`config.mk`:
```
export PLATFORM = sky130hd
export DESIGN_NAME = vectored_interrupt_arbiter
export DESIGN_NICKNAME = d
export VERILOG_FILES = /design/src/via_pkg.sv /design/src/pend_flag.sv /design/src/rank_encoder.sv /design/src/vectored_interrupt_arbiter.sv
export VERILOG_INCLUDE_DIRS = /design/src /design/src/src
export SDC_FILE = /design/constraint.sdc
export NUM_CORES = 1
export LEC_CHECK = 0
export ABC_AREA = 1
export BUFFER_PORTS_ARGS = -buffer_cell sky130_fd_sc_hd__buf_2
export CAP_MARGIN = 20
export CORE_MARGIN = 3
export CORE_UTILIZATION = 40
export CTS_CLUSTER_DIAMETER = 60
export CTS_CLUSTER_SIZE = 24
export DETAILED_ROUTE_END_ITERATION = 10
export GPL_TIMING_DRIVEN = 1
export HOLD_SLACK_MARGIN = 0.05
export SYNTH_ARGS = -nofsm -noshare
export SYNTH_HDL_FRONTEND = slang
export SYNTH_SLANG_ARGS = --single-unit
```
`constraint.sdc`:
```
create_clock -name clk_in -period 2.8 [get_ports clk_in]
set_input_delay 0.14 -clock clk_in [delete_from_list [all_inputs] [get_ports clk_in]]
set_output_delay 0.14 -clock clk_in [all_outputs]
set_load 0.01 [all_outputs]
```
`src/via_cfg.svh`:
```
// constants of the vectored interrupt arbiter
// How it works
// - maskable request needs pending, enable, global enable, no trap in service
// - source event sets its pending flag even while disabled
// - reset clears pending flags, enables and the global enable
// - enabling an already pending source requests at once
// - simultaneous qualifiers: highest rank serviced, others stay pending
// - acknowledge only at a normal instruction start, after any skip
// - acknowledge clears global enable, pushes next address, loads 00ff
// - acknowledge sequence lasts seven instruction cycles
// - trap is non-maskable and highest, default vector is lowest
// - writing global enable during maskable service re-enables nesting
// - return sets global enable, pops address, loads it into pc
// - still pending qualifiers are serviced right after return
// - vector select picks highest enabled pending source, jumps through table
// - table at top of the vector select block, next block if last byte
// - vector is 15 bits in two bytes, high byte at lower address
// - lowest rank at e0/e1, two bytes per rank, trap at fe/ff
// - nothing active, no trap pending: vector select uses the default vector
// - a source is active when enable and pending are both set
// - fourteen maskable inputs, each with fixed rank and slot
// - arbitration in first vector select cycle gives even code e0..fe
// - trap pending flag set by trap, cleared by reset and clear instruction
`ifndef VIA_CFG_SVH
`define VIA_CFG_SVH
`define VIA_NSRC 14
`define VIA_NSLOT 16
`define VIA_ENTRY 15'h00ff
`define VIA_ACK_CYCLES 7
`define VIA_CODE_BASE 8'he0
`define VIA_CODE_TRAP 8'hfe
`define VIA_CODE_TOP 8'hfc
`define VIA_LAST_BYTE 8'hff
`define VIA_REG_PSW 3'h0
`define VIA_REG_EN_LO 3'h1
`define VIA_REG_EN_HI 3'h2
`define VIA_REG_PND_LO 3'h3
`define VIA_REG_PND_HI 3'h4
`define VIA_REG_STATUS 3'h5
`define VIA_REG_CODE 3'h6
`define VIA_GIE_BIT 0
`define VIA_RST_BYTE 8'h00
`endif

```
`src/via_pkg.sv`:
```
// types of the vectored interrupt arbiter
package via_pkg;
	typedef enum logic [2:0] {
		ST_IDLE = 3'b000,
		ST_ACK = 3'b001,
		ST_VHI = 3'b010,
		ST_VLO = 3'b011,
		ST_VEND = 3'b100,
		ST_POP = 3'b101,
		ST_PWAIT = 3'b110
	} seq_state_t;
	typedef struct packed {
		logic [2:0] addr;
		logic [7:0] wdata;
		logic wr;
		logic rd;
	} reg_req_t;
	typedef struct packed {
		logic instr_start;
		logic skip;
		logic trap;
		logic clr_trap;
		logic return_from_int_instr;
		logic vector_select_instr;
	} core_evt_t;
	typedef struct packed {
		logic valid;
		logic [14:0] addr;
	} pc_load_t;
endpackage

```
`src/pend_flag.sv`:
```
// one sticky flag, hardware set wins over software write
module pend_flag (
	input wire logic clk_in,
	input wire logic rst_b_in,
	input wire logic ce_in,
	input wire logic set_in,
	input wire logic wr_in,
	input wire logic wdata_in,
	output logic q_out
);
	wire next_q = set_in | (wr_in ? wdata_in : q_out);
	always_ff @(posedge clk_in) begin
		if (!rst_b_in) begin
			q_out <= 1'b0;
		end else if (ce_in) begin
			q_out <= next_q;
		end
	end
endmodule

```
`src/rank_encoder.sv`:
```
// fixed rank encoder, highest set bit wins
module rank_encoder #(
	parameter int N = 16,
	parameter int IW = $clog2(N)
) (
	input wire logic [N-1:0] active_in,
	output logic [IW-1:0] index_out
);
	always_comb begin
		index_out = '0;
		for (int i = 0; i < N; i++) begin
			if (active_in[i]) begin
				index_out = IW'(i);
			end
		end
	end
endmodule

```
`src/vectored_interrupt_arbiter.sv`:
```
// top of the vectored interrupt arbiter
`include "via_cfg.svh"
module vectored_interrupt_arbiter #(
	parameter int ACK_CYCLES = `VIA_ACK_CYCLES
) (
	input wire logic clk_in,
	input wire logic rst_b_in,
	input wire logic ce_in,
	input wire via_pkg::reg_req_t reg_req_in,
	output logic [7:0] reg_rdata_out,
	input wire logic [13:0] src_event_in,
	input wire via_pkg::core_evt_t core_evt_in,
	input wire logic icycle_in,
	input wire logic [14:0] next_pc_in,
	input wire logic [14:0] vis_pc_in,
	output logic mem_rd_out,
	output logic [14:0] mem_addr_out,
	input wire logic [7:0] mem_data_in,
	output logic push_out,
	output logic [14:0] push_data_out,
	output logic pop_out,
	input wire logic [14:0] stack_data_in,
	output via_pkg::pc_load_t pc_load_out,
	output logic global_int_enable_out,
	output logic int_req_out,
	output logic busy_out
);
	import via_pkg::*;

	localparam logic [2:0] ACK_LAST = 3'(ACK_CYCLES - 1);

	seq_state_t state;
	seq_state_t next_state;
	logic [13:0] enable_mask;
	logic [13:0] pend;
	logic trap_pending_flag;
	logic trap_due;
	logic [2:0] ack_cnt;
	logic [7:0] vis_code;
	logic [6:0] vis_block;
	logic [7:0] vec_hi;
	logic [3:0] rank_idx;

	// register decode
	wire wr_psw = reg_req_in.wr && reg_req_in.addr == `VIA_REG_PSW;
	wire wr_en_lo = reg_req_in.wr && reg_req_in.addr == `VIA_REG_EN_LO;
	wire wr_en_hi = reg_req_in.wr && reg_req_in.addr == `VIA_REG_EN_HI;
	wire wr_pnd_lo = reg_req_in.wr && reg_req_in.addr == `VIA_REG_PND_LO;
	wire wr_pnd_hi = reg_req_in.wr && reg_req_in.addr == `VIA_REG_PND_HI;

	// pending flags, one per maskable source
	genvar gi;
	generate
		for (gi = 0; gi < `VIA_NSRC; gi++) begin : g_pend
			pend_flag u_flag (
				.clk_in(clk_in),
				.rst_b_in(rst_b_in),
				.ce_in(ce_in),
				.set_in(src_event_in[gi]),
				.wr_in(gi < 8 ? wr_pnd_lo : wr_pnd_hi),
				.wdata_in(reg_req_in.wdata[gi % 8]),
				.q_out(pend[gi])
			);
		end
	endgenerate

	// trap pending flag, read-only on the register map as status bit 0
	pend_flag u_trap_flag (
		.clk_in(clk_in),
		.rst_b_in(rst_b_in),
		.ce_in(ce_in),
		.set_in(core_evt_in.trap),
		.wr_in(core_evt_in.clr_trap),
		.wdata_in(1'b0),
		.q_out(trap_pending_flag)
	);

	// qualification
	wire [13:0] active = enable_mask & pend;
	wire maskable_req = global_int_enable_out && !trap_pending_flag &&
		(|active);
	wire idle = state == ST_IDLE;
	wire at_boundary = idle && core_evt_in.instr_start &&
		!core_evt_in.skip;
	wire take_ack = at_boundary && (trap_due || maskable_req);
	wire take_vis = idle && core_evt_in.vector_select_instr && !take_ack;
	wire take_return_from_int_instr = idle && core_evt_in.return_from_int_instr && !take_ack && !take_vis;
	wire ack_done = state == ST_ACK && icycle_in && ack_cnt == ACK_LAST;

	// arbitration: trap on top, default always present at the bottom
	wire [15:0] rank_vec = {trap_pending_flag, active, 1'b1};
	rank_encoder #(
		.N(`VIA_NSLOT)
	) u_rank (
		.active_in(rank_vec),
		.index_out(rank_idx)
	);
	wire [7:0] arb_code = `VIA_CODE_BASE +
		{3'b000, rank_idx, 1'b0};
	wire [6:0] next_block = (vis_pc_in[7:0] == `VIA_LAST_BYTE) ?
		7'(vis_pc_in[14:8] + 7'h01) : vis_pc_in[14:8];

	// next values
	wire next_gie = take_ack ? 1'b0 :
		take_return_from_int_instr ? 1'b1 :
		wr_psw ? reg_req_in.wdata[`VIA_GIE_BIT] :
		global_int_enable_out;
	wire next_trap_due = core_evt_in.trap | (take_ack ? 1'b0 : trap_due);
	wire [14:0] vec_addr = {vec_hi[6:0], mem_data_in};
	wire next_load = ack_done || state == ST_VEND || state == ST_PWAIT;
	wire [14:0] next_pc_addr = ack_done ? `VIA_ENTRY :
		(state == ST_VEND) ? vec_addr : stack_data_in;
	wire next_mem_rd = take_vis || state == ST_VHI;
	wire [14:0] next_mem_addr = take_vis ? {next_block, arb_code} :
		{vis_block, vis_code | 8'h01};
	wire next_push = state == ST_ACK && icycle_in && ack_cnt == 3'h0;
	wire [7:0] status_byte = {4'h0, maskable_req, ~idle, trap_due,
		trap_pending_flag};
	wire [7:0] rd_mux = (reg_req_in.addr == `VIA_REG_PSW) ?
		{7'h00, global_int_enable_out} :
		(reg_req_in.addr == `VIA_REG_EN_LO) ? enable_mask[7:0] :
		(reg_req_in.addr == `VIA_REG_EN_HI) ? {2'b00, enable_mask[13:8]} :
		(reg_req_in.addr == `VIA_REG_PND_LO) ? pend[7:0] :
		(reg_req_in.addr == `VIA_REG_PND_HI) ? {2'b00, pend[13:8]} :
		(reg_req_in.addr == `VIA_REG_STATUS) ? status_byte :
		(reg_req_in.addr == `VIA_REG_CODE) ? vis_code : 8'h00;

	// sequencer
	always_comb begin
		next_state = state;
		case (state)
			ST_IDLE: begin
				if (take_ack) begin
					next_state = ST_ACK;
				end else if (take_vis) begin
					next_state = ST_VHI;
				end else if (take_return_from_int_instr) begin
					next_state = ST_POP;
				end
			end
			ST_ACK: begin
				if (ack_done) begin
					next_state = ST_IDLE;
				end
			end
			ST_VHI: next_state = ST_VLO;
			ST_VLO: next_state = ST_VEND;
			ST_VEND: next_state = ST_IDLE;
			ST_POP: next_state = ST_PWAIT;
			ST_PWAIT: next_state = ST_IDLE;
			default: next_state = ST_IDLE;
		endcase
	end

	always_ff @(posedge clk_in) begin
		if (!rst_b_in) begin
			state <= ST_IDLE;
		end else if (ce_in) begin
			state <= next_state;
		end
	end

	// global enable and enables
	always_ff @(posedge clk_in) begin
		if (!rst_b_in) begin
			global_int_enable_out <= 1'b0;
			enable_mask <= 14'h0000;
		end else if (ce_in) begin
			global_int_enable_out <= next_gie;
			if (wr_en_lo) begin
				enable_mask[7:0] <= reg_req_in.wdata;
			end
			if (wr_en_hi) begin
				enable_mask[13:8] <= reg_req_in.wdata[5:0];
			end
		end
	end

	// trap acknowledge owed, cycle counter
	always_ff @(posedge clk_in) begin
		if (!rst_b_in) begin
			trap_due <= 1'b0;
			ack_cnt <= 3'h0;
		end else if (ce_in) begin
			trap_due <= next_trap_due;
			if (take_ack) begin
				ack_cnt <= 3'h0;
			end else if (state == ST_ACK && icycle_in) begin
				ack_cnt <= ack_cnt + 3'h1;
			end
		end
	end

	// vector select capture
	always_ff @(posedge clk_in) begin
		if (!rst_b_in) begin
			vis_code <= `VIA_RST_BYTE;
			vis_block <= 7'h00;
			vec_hi <= `VIA_RST_BYTE;
		end else if (ce_in) begin
			if (take_vis) begin
				vis_code <= arb_code;
				vis_block <= next_block;
			end
			if (state == ST_VLO) begin
				vec_hi <= mem_data_in;
			end
		end
	end

	// program memory, stack and pc outputs
	always_ff @(posedge clk_in) begin
		if (!rst_b_in) begin
			mem_rd_out <= 1'b0;
			mem_addr_out <= 15'h0000;
			push_out <= 1'b0;
			push_data_out <= 15'h0000;
			pop_out <= 1'b0;
			pc_load_out <= '0;
		end else if (ce_in) begin
			mem_rd_out <= next_mem_rd;
			mem_addr_out <= next_mem_addr;
			push_out <= next_push;
			if (take_ack) begin
				push_data_out <= next_pc_in;
			end
			pop_out <= take_return_from_int_instr;
			pc_load_out.valid <= next_load;
			pc_load_out.addr <= next_pc_addr;
		end
	end

	// register read and status outputs
	always_ff @(posedge clk_in) begin
		if (!rst_b_in) begin
			reg_rdata_out <= `VIA_RST_BYTE;
			int_req_out <= 1'b0;
			busy_out <= 1'b0;
		end else if (ce_in) begin
			reg_rdata_out <= reg_req_in.rd ? rd_mux : 8'h00;
			int_req_out <= maskable_req || trap_due;
			busy_out <= next_state != ST_IDLE;
		end
	end
endmodule

```
==> insert_results.sql, run 1 <==
INSERT INTO impl_metrics (metric_group, metric, value, unit) VALUES
('global_route', 'grt_max_degree', '67', ''),
('synth', 'synthesized_flop_and_latch_total', '113', ''),
('place', 'place.detailed.instances', '1035', ''),
('global_route', 'grt_overflow', '0', ''),
('synth', 'synthesis.area', '5250', 'sq um'),
('floorplan', 'initial_cell_density_of_the_core', '0.413', ''),
('layout', 'n_fill_cell', '1248', ''),
('layout', 'n_antenna_cell', '0', ''),
('clocking', 'numCtsBuffers', '17', ''),
('setup_path', 'crit_path_frequent_cell', 'nand2_1', ''),
('layout', 'area_delta_synth_final', '36.9', '%'),
('timing', 'worst_pin_slew', '727', 'ps'),
('setup_path', 'worst_path_max_fanout', '13', ''),
('floorplan', 'std_cell_rows', '41', ''),
('setup_path', 'critical_path_sink_type', 'flop', ''),
('synth', 'ys_types', '42', ''),
('timing', 'timing.fmax', '0.463', 'GHz'),
('synth', 'synth-edff-count', '0', ''),
('setup_path', 'worst_ep_arrival_time', '2470', 'ps'),
('clocking', 'ctsRootBufferMaster', 'clkbuf_16', ''),
('pwr', 'irDropWorstVdd', '0.000382', 'V'),
('routing', 'drt-initial-drc-count', '340', ''),
('global_route', 'grt_antenna_before_repair', '0', ''),
('layout', 'final_cells', '1114', ''),
('routing', 'viasPerCell', '4.97', ''),
('timing', 'period_needed', '2160', 'ps'),
('clocking', 'worst_setup_hold_path_clk_slew', '50', 'ps'),
('timing', 'clock-skew-final', '8.01', 'ps'),
('clocking', 'cts_htree_levels', '4', ''),
('floorplan', 'chipHeight', '121', 'um'),
('routing', 'detail_route.first_pass.iterations', '5', ''),
('place', 'detailed_place_hpwl', '11500', 'um'),
('synth', 'synth-async-reset-ratio', '0', ''),
('synth', 'synth_seq_area_share', '0.431', ''),
('clocking', 'numClockSinks', '113', ''),
('setup_path', 'timing.critical_path.cells', 'nand2_1 -> nand2_1 -> nor2_1 -> nand3_1 -> nand3_2 -> nand2_2 -> nand2_4 -> nand3_4 -> nor2_4 -> inv_2 -> o211ai_1 -> inv_1', ''),
('pwr', 'p_per_area', '628', 'nW/um^2'),
('routing', 'detail_route.wl_per_cell', '14.6', 'um'),
('timing', 'setup_repair_after_global_routing_missed_its_margin', 'no', ''),
('synth', 'post_synth_inst_count', '743', ''),
('place', 'dp_worst_setup_slack', '626', 'ps'),
('setup_path', 'timing.critical_path.slowest_stage_cell', 'dfxtp_1', ''),
('setup_path', 'startpoint_type', 'flop', ''),
('timing', 'timing.final.crit_share', '0.772', ''),
('global_route', 'grt_pass1_vias', '5304', ''),
('routing', 'ant_nets', '0', ''),
('floorplan', 'top_level_ports', '150', ''),
('timing', 'hold_violations', '0', ''),
('layout', 'final_layout_size_suffix_gt1_frac', '0.231', ''),
('clocking', 'cts.path.max_buffers', '2', ''),
('status', 'status', 'complete, no violations', ''),
('floorplan', 'fp.dieArea', '14500', 'sq um'),
('clocking', 'tritoncts', 'done', ''),
('timing', 'setup_total_negative_slack', '0', 'ps'),
('setup_path', 'crit_required', '3100', 'ps'),
('timing', 'final-max-slew-violation-count', '0', ''),
('floorplan', 'fp.dieW', '121', 'um'),
('clocking', 'cts_repair_resize_count', '0', ''),
('setup_path', 'slowest_delay', '360', 'ps'),
('timing', 'final-setup-viol-count', '0', ''),
('routing', 'wl', '16200', 'um'),
('layout', 'nets', '1023', ''),
('synth', 'yosysWarnings', '0', ''),
('floorplan', 'core_area', '12700', 'sq um'),
('global_route', 'first_pass_grt_wire_length', '26400', 'um'),
('run', 'max-cap-violations', '0', ''),
('routing', 'detailroute.via_count', '5539', ''),
('timing', 'final.setup.worst_slack', '639', 'ps'),
('global_route', 'grt_util_all_layers', '0.228', ''),
('synth', 'synth.net_count', '837', ''),
('setup_path', 'setup.worst_path.class', 'reg -> reg', ''),
('place', 'gp_congestion', '0.877', ''),
('synth', 'synthFlopType', 'dfxtp_1', ''),
('min_path', 'hold_path_class', 'in -> reg', ''),
('synth', 'syn-mean-instance-area', '7.07', 'sq um'),
('timing', 'worst_slew_margin_rel', '0.514', ''),
('clocking', 'clk_lat_worst_skew', '410', 'ps'),
('routing', 'post-route-drc-count', '0', ''),
('place', 'numPortBuffers', '149', ''),
('pwr', 'power.static_leakage', '3.51', 'nW');
## synthesized netlist by cell type, types with 2 or more instances
cell type  count  share of area
nand2_1      169           0.12
o21ai_1        2         0.0019
nor2_4         3         0.0064
nand2_2       12          0.014
nand4_1        5         0.0060
nor2_2         2         0.0024
nand3_2        2         0.0038
buf_2          3         0.0029
clkbuf_1      25          0.018
buf_1          2         0.0014
a22oi_1        2         0.0029
nor3_2         2         0.0038
nand3_1       32          0.030
a221oi_1       7          0.012
nor2_1        68          0.049
buf_4          5         0.0071
o211ai_1      22          0.031
a21oi_1       79          0.075
o2111ai_1      2         0.0033
o21ai_0       67          0.064
ha_1           4         0.0095
dfxtp_1      113           0.43
inv_1         84          0.060
nor3_1         5         0.0048
a31oi_1        5         0.0060
inv_2          3         0.0021
xor2_1         3         0.0050
## state kept, by name, indices dropped and copies added, names as in the netlist
register               cells
ack_cnt                    3
busy_out                   1
enable_mask               14
g_pend.u_flag.q_out       14
global_int_enable_out      1
int_req_out                1
mem_addr_out              13
mem_rd_out                 1
pc_load_out               16
pop_out                    1
push_data_out             15
push_out                   1
reg_rdata_out              8
state                      3
trap_due                   1
u_trap_flag.q_out          1
vec_hi                     7
vis_block                  7
vis_code                   5
## path summary, 6_finish.rpt
kind                            slack [ps]  cells after the start                                 from                             endpoint
worst max-delay path                   640                     12  g_pend[4].u_flag.q_out$_SDFFE_PN0P_         mem_addr_out[0]$_SDFFE_PN0P_
worst min-delay path                    80                      3                      src_event_in[8]  g_pend[8].u_flag.q_out$_SDFFE_PN0P_
worst max register to register         640                     12  g_pend[4].u_flag.q_out$_SDFFE_PN0P_         mem_addr_out[0]$_SDFFE_PN0P_
worst min register to register         450                      2               vec_hi[5]$_SDFFE_PN0P_               vec_hi[5]$_SDFFE_PN0P_
## repair_timing
item	in CTS	in global routing
hold endpoints to repair	49	0
hold buffers	47	0
setup buffers	0	0
## per-stage QoR
stage	instance area (sq um)	hold slack (ps)	utilization	power, mW
after floorplan	5250	275	-	2.05
after global placement	6100	362	0.480	2.23
after detailed placement	6100	369	0.480	2.24
after CTS	7190	55.3	0.565	4.57
after global routing	7190	89.4	0.565	4.72
final	7190	77.7	0.565	4.52
## routing by layer
metal	routed length (um)	up-vias	GRT usage
met5	0	-	0
met4	480	0	0.107
met1	7200	2514	0.282
met3	1020	35	0.0589
met2	7530	169	0.370
li1	-	2821	-
## where the power goes
part           leakage, nW  internal, mW  switching [mW]
combinational         2.29         0.223           0.305
clock                0.296          1.48           0.777
sequential           0.922          1.68          0.0493
## final cells by class
type	count	area [sq um]	area share
Sequential cell	113	2260	0.314
Clock inverter	14	189	0.0263
Tap cell	172	215	0.0299
Timing Repair Buffer	204	1280	0.177
Inverter	88	330	0.0459
Multi-Input combinational cell	505	2490	0.346
Clock buffer	18	429	0.0597
## layout by cell type (no fill, tap or decap), types with 2 or more instances in the layout
cell and instances:
clkbuf_16 17, clkinvlp_4 3, nand2_1 169, a21oi_1 79, inv_2 3, a31oi_1 5
inv_1 84, o211ai_1 22, dlygate4sd3_1 47, buf_2 149, a22oi_1 2, nor3_1 5
clkinv_2 4, bufinv_16 4, nand2_2 12, nor3_2 2, clkinv_4 2, xor2_1 3
nand4_1 5, ha_1 4, o21ai_1 2, nand3_1 32, o2111ai_1 2, buf_4 8
nor2_4 3, nor2_1 68, nor2_2 2, a221oi_1 7, o21ai_0 67, dfxtp_1 113
nand3_2 2
## worst max-delay path, delay by kind of cell (launching register included)
kind	cells	cell delay (ps)
buffers and inverters	2	270
DFF	1	360
and+or+nand+nor	9	1290
AOI/OAI and AO/OA	1	130
## logic make-up (layout without fill, tap and decap cells)
kind of cell,Yosys count,count (layout),synth area share
mux,1,1,0.00214
flops,113,113,0.431
fa+ha+maj,4,4,0.00953
simple gates,305,305,0.251
buf+inv,125,324,0.0953
xor+xnor,4,4,0.00667
compound gates,191,191,0.205
(Power assumes the default switching activity.)
==> run 2: changes to the inputs <==
Clock period 2.8 ns to 2.1 ns, I/O delays scaled along.
==> insert_results.sql, run 2 (synthesized netlist as in run 1, its figures left out) <==
INSERT INTO impl_metrics (metric_group, metric, value, unit) VALUES
('status', 'status', 'complete, no violations', ''),
('routing', 'detail_route.first_pass.iterations', '4', ''),
('place', 'numPortBuffers', '149', ''),
('layout', 'layout.core_utilization', '0.579', ''),
('clocking', 'ctsRootBufferMaster', 'clkbuf_16', ''),
('timing', 'period_needed', '1940', 'ps'),
('timing', 'clock-skew-final', '5.57', 'ps'),
('timing', 'final-max-slew-violation-count', '0', ''),
('timing', 'timing.final.crit_share', '0.923', ''),
('setup_path', 'timing.critical_path.cells', 'nand2_1 -> nand2_1 -> nor2_2 -> nand3_1 -> nand3_2 -> nand2_2 -> nand2_4 -> nand3_4 -> nor2_4 -> buf_4 -> nand2_2 -> nand3_1 -> nand2_1 -> inv_1', ''),
('layout', 'final_cells', '1135', ''),
('global_route', 'first_pass_grt_wire_length', '27000', 'um'),
('clocking', 'numClockSinks', '113', ''),
('timing', 'final.hold.worst_slack', '73.3', 'ps'),
('min_path', 'holdCritStartpoint', 'stack_data_in[8]', ''),
('setup_path', 'regToRegEndpoint', 'mem_addr_out[10]$_SDFFE_PN0P_', ''),
('routing', 'ant_nets', '0', ''),
('setup_path', 'worst_ep_arrival_time', '2300', 'ps'),
('pwr', 'power.static_leakage', '3.60', 'nW'),
('timing', 'hold_violations', '0', ''),
('setup_path', 'critical_path_sink_type', 'flop', ''),
('floorplan', 'top_level_ports', '150', ''),
('layout', 'nets', '1044', ''),
('clocking', 'worst_setup_hold_path_clk_slew', '50', 'ps'),
('timing', 'timing.fmax', '0.516', 'GHz'),
('pwr', 'irDropWorstVdd', '0.000478', 'V'),
('global_route', 'grt_util_all_layers', '0.235', ''),
('routing', 'detail_route.wl_per_cell', '14.7', 'um'),
('layout', 'top_register', 'pc_load_out', ''),
('timing', 'worst_slew_margin_rel', '0.543', ''),
('floorplan', 'core_area', '12700', 'sq um'),
('layout', 'layout.cells.most_common_list', 'nand2_1, buf_2, dfxtp_1, inv_1, a21oi_1', ''),
('clocking', 'numCtsBuffers', '17', ''),
('setup_path', 'setup.worst_path.class', 'reg -> reg', ''),
('routing', 'viasPerCell', '4.98', ''),
('setup_path', 'crit_path_frequent_cell', 'nand2_1', ''),
('setup_path', 'slowest_delay', '330', 'ps'),
('routing', 'drt-initial-drc-count', '281', ''),
('setup_path', 'r2r_slack', '160', 'ps'),
('clocking', 'cts_htree_levels', '4', ''),
('layout', 'area_delta_synth_final', '40.3', '%'),
('setup_path', 'regToRegStartpoint', 'g_pend[3].u_flag.q_out$_SDFFE_PN0P_', ''),
('routing', 'post-route-drc-count', '0', ''),
('layout', 'n_fill_cell', '1254', ''),
('routing', 'wl', '16700', 'um'),
('global_route', 'grt_antenna_before_repair', '0', ''),
('routing', 'detailroute.via_count', '5650', ''),
('timing', 'setup_total_negative_slack', '0', 'ps'),
('min_path', 'whs_endpoint', 'pc_load_out[8]$_SDFFE_PN0P_', ''),
('min_path', 'min_delay_path_depth', '5', ''),
('clocking', 'tritoncts', 'done', ''),
('global_route', 'grt_pass1_vias', '5543', ''),
('place', 'detailed_place_hpwl', '11900', 'um'),
('pwr', 'p_per_area', '800', 'nW/um^2'),
('run', 'max-cap-violations', '0', ''),
('setup_path', 'path_delay_family', 'simple AND/OR/NAND/NOR gates', ''),
('timing', 'setup_repair_after_global_routing_missed_its_margin', 'no', ''),
('setup_path', 'startpoint_type', 'flop', ''),
('clocking', 'clk_lat_worst_skew', '420', 'ps'),
('setup_path', 'timing.critical_path.slowest_stage_cell', 'dfxtp_1', ''),
('global_route', 'grt_overflow', '0', ''),
('floorplan', 'std_cell_rows', '41', ''),
('clocking', 'cts.path.max_buffers', '2', ''),
('pwr', 'post-layout-total-power', '5.90', 'mW'),
('floorplan', 'chipHeight', '121', 'um'),
('place', 'place.detailed.instances', '1045', ''),
('layout', 'final_layout_size_suffix_gt1_frac', '0.238', ''),
('floorplan', 'initial_cell_density_of_the_core', '0.413', ''),
('min_path', 'hold_path_class', 'in -> reg', ''),
('timing', 'final-setup-viol-count', '0', ''),
('timing', 'worst_pin_slew', '685', 'ps'),
('setup_path', 'crit_required', '2460', 'ps'),
('global_route', 'grt_max_degree', '67', ''),
('layout', 'layout_commonest_cell', 'nand2_1', ''),
('setup_path', 'worst_path_max_fanout', '7', ''),
('place', 'gp_congestion', '0.862', ''),
('floorplan', 'fp.dieW', '121', 'um'),
('floorplan', 'fp.dieArea', '14500', 'sq um'),
('setup_path', 'reg2reg_depth', '14', ''),
('layout', 'top_flop_regs', 'pc_load_out: 16 flops, push_data_out: 15 flops', ''),
('setup_path', 'number_of_buffer_and_inverter_instances_along_the_worst_setup_path', '2', ''),
('layout', 'largest_reg_flops', '16', '');
## run 2: power breakdown
group | internal [mW] | leakage [nW] | switching, mW | total, mW
clock | 1.86 | 0.284 | 0.989 | 2.84
combinational | 0.328 | 2.39 | 0.419 | 0.748
sequential | 2.24 | 0.922 | 0.0633 | 2.31
## run 2: layer usage
metal / global-route usage / wire length (um) / up-vias
li1: - / - / 2861
met1: 0.280 / 7250 / 2575
met2: 0.394 / 7860 / 175
met3: 0.0594 / 1070 / 39
met4: 0.115 / 516 / 0
met5: 0 / 0 / -
## run 2: what timing repair did
item / CTS / global route
setup buffers: 0 / 1
setup endpoints to repair: 0 / 7
gates resized for setup: 0 / 2
endpoints found under the hold margin: 60 / 0
hold buffers: 57 / 0
## run 2: layout make-up
class,instances,area (sq um),area share
Tap cell,172,215,0.0292
Sequential cell,113,2260,0.307
Timing Repair Buffer,225,1480,0.200
Inverter,88,330,0.0448
Clock inverter,9,106,0.0144
Antenna cell,1,2.50,0.000340
Clock buffer,22,484,0.0657
Multi-Input combinational cell,505,2490,0.338
## run 2: worst max-delay path by stage
stage | from | to | slack [ps] | depth (start not counted)
floorplan | g_pend[11].u_flag.q_out$_SDFFE_PN0P_ | mem_addr_out[0]$_SDFFE_PN0P_ | 520 | 13
global placement | g_pend[3].u_flag.q_out$_SDFFE_PN0P_ | mem_addr_out[3]$_SDFFE_PN0P_ | 190 | 14
detailed placement | g_pend[3].u_flag.q_out$_SDFFE_PN0P_ | mem_addr_out[2]$_SDFFE_PN0P_ | 160 | 14
CTS | g_pend[3].u_flag.q_out$_SDFFE_PN0P_ | mem_addr_out[2]$_SDFFE_PN0P_ | 130 | 14
global route | enable_mask[13]$_SDFFE_PN0P_ | mem_addr_out[10]$_SDFFE_PN0P_ | 1 | 14
finish | g_pend[3].u_flag.q_out$_SDFFE_PN0P_ | mem_addr_out[10]$_SDFFE_PN0P_ | 160 | 14
## run 2: through the flow
stage | setup WS [ps] | area, sq um
2_1_floorplan | 519 | 5250
5_1_grt | 1.09 | 7370
3_5_place_dp | 160 | 6190
3_3_place_gp | 193 | 6190
4_1_cts | 133 | 7350
6_report | 162 | 7370
## run 2: tightest hold or removal path, delay by kind of cell
| kind | cells | cell delay (ps) |
|---|---|---|
| buffers and inverters | 1 | 80 |
| and+or+nand+nor | 2 | 100 |
| AOI/OAI and AO/OA | 2 | 180 |
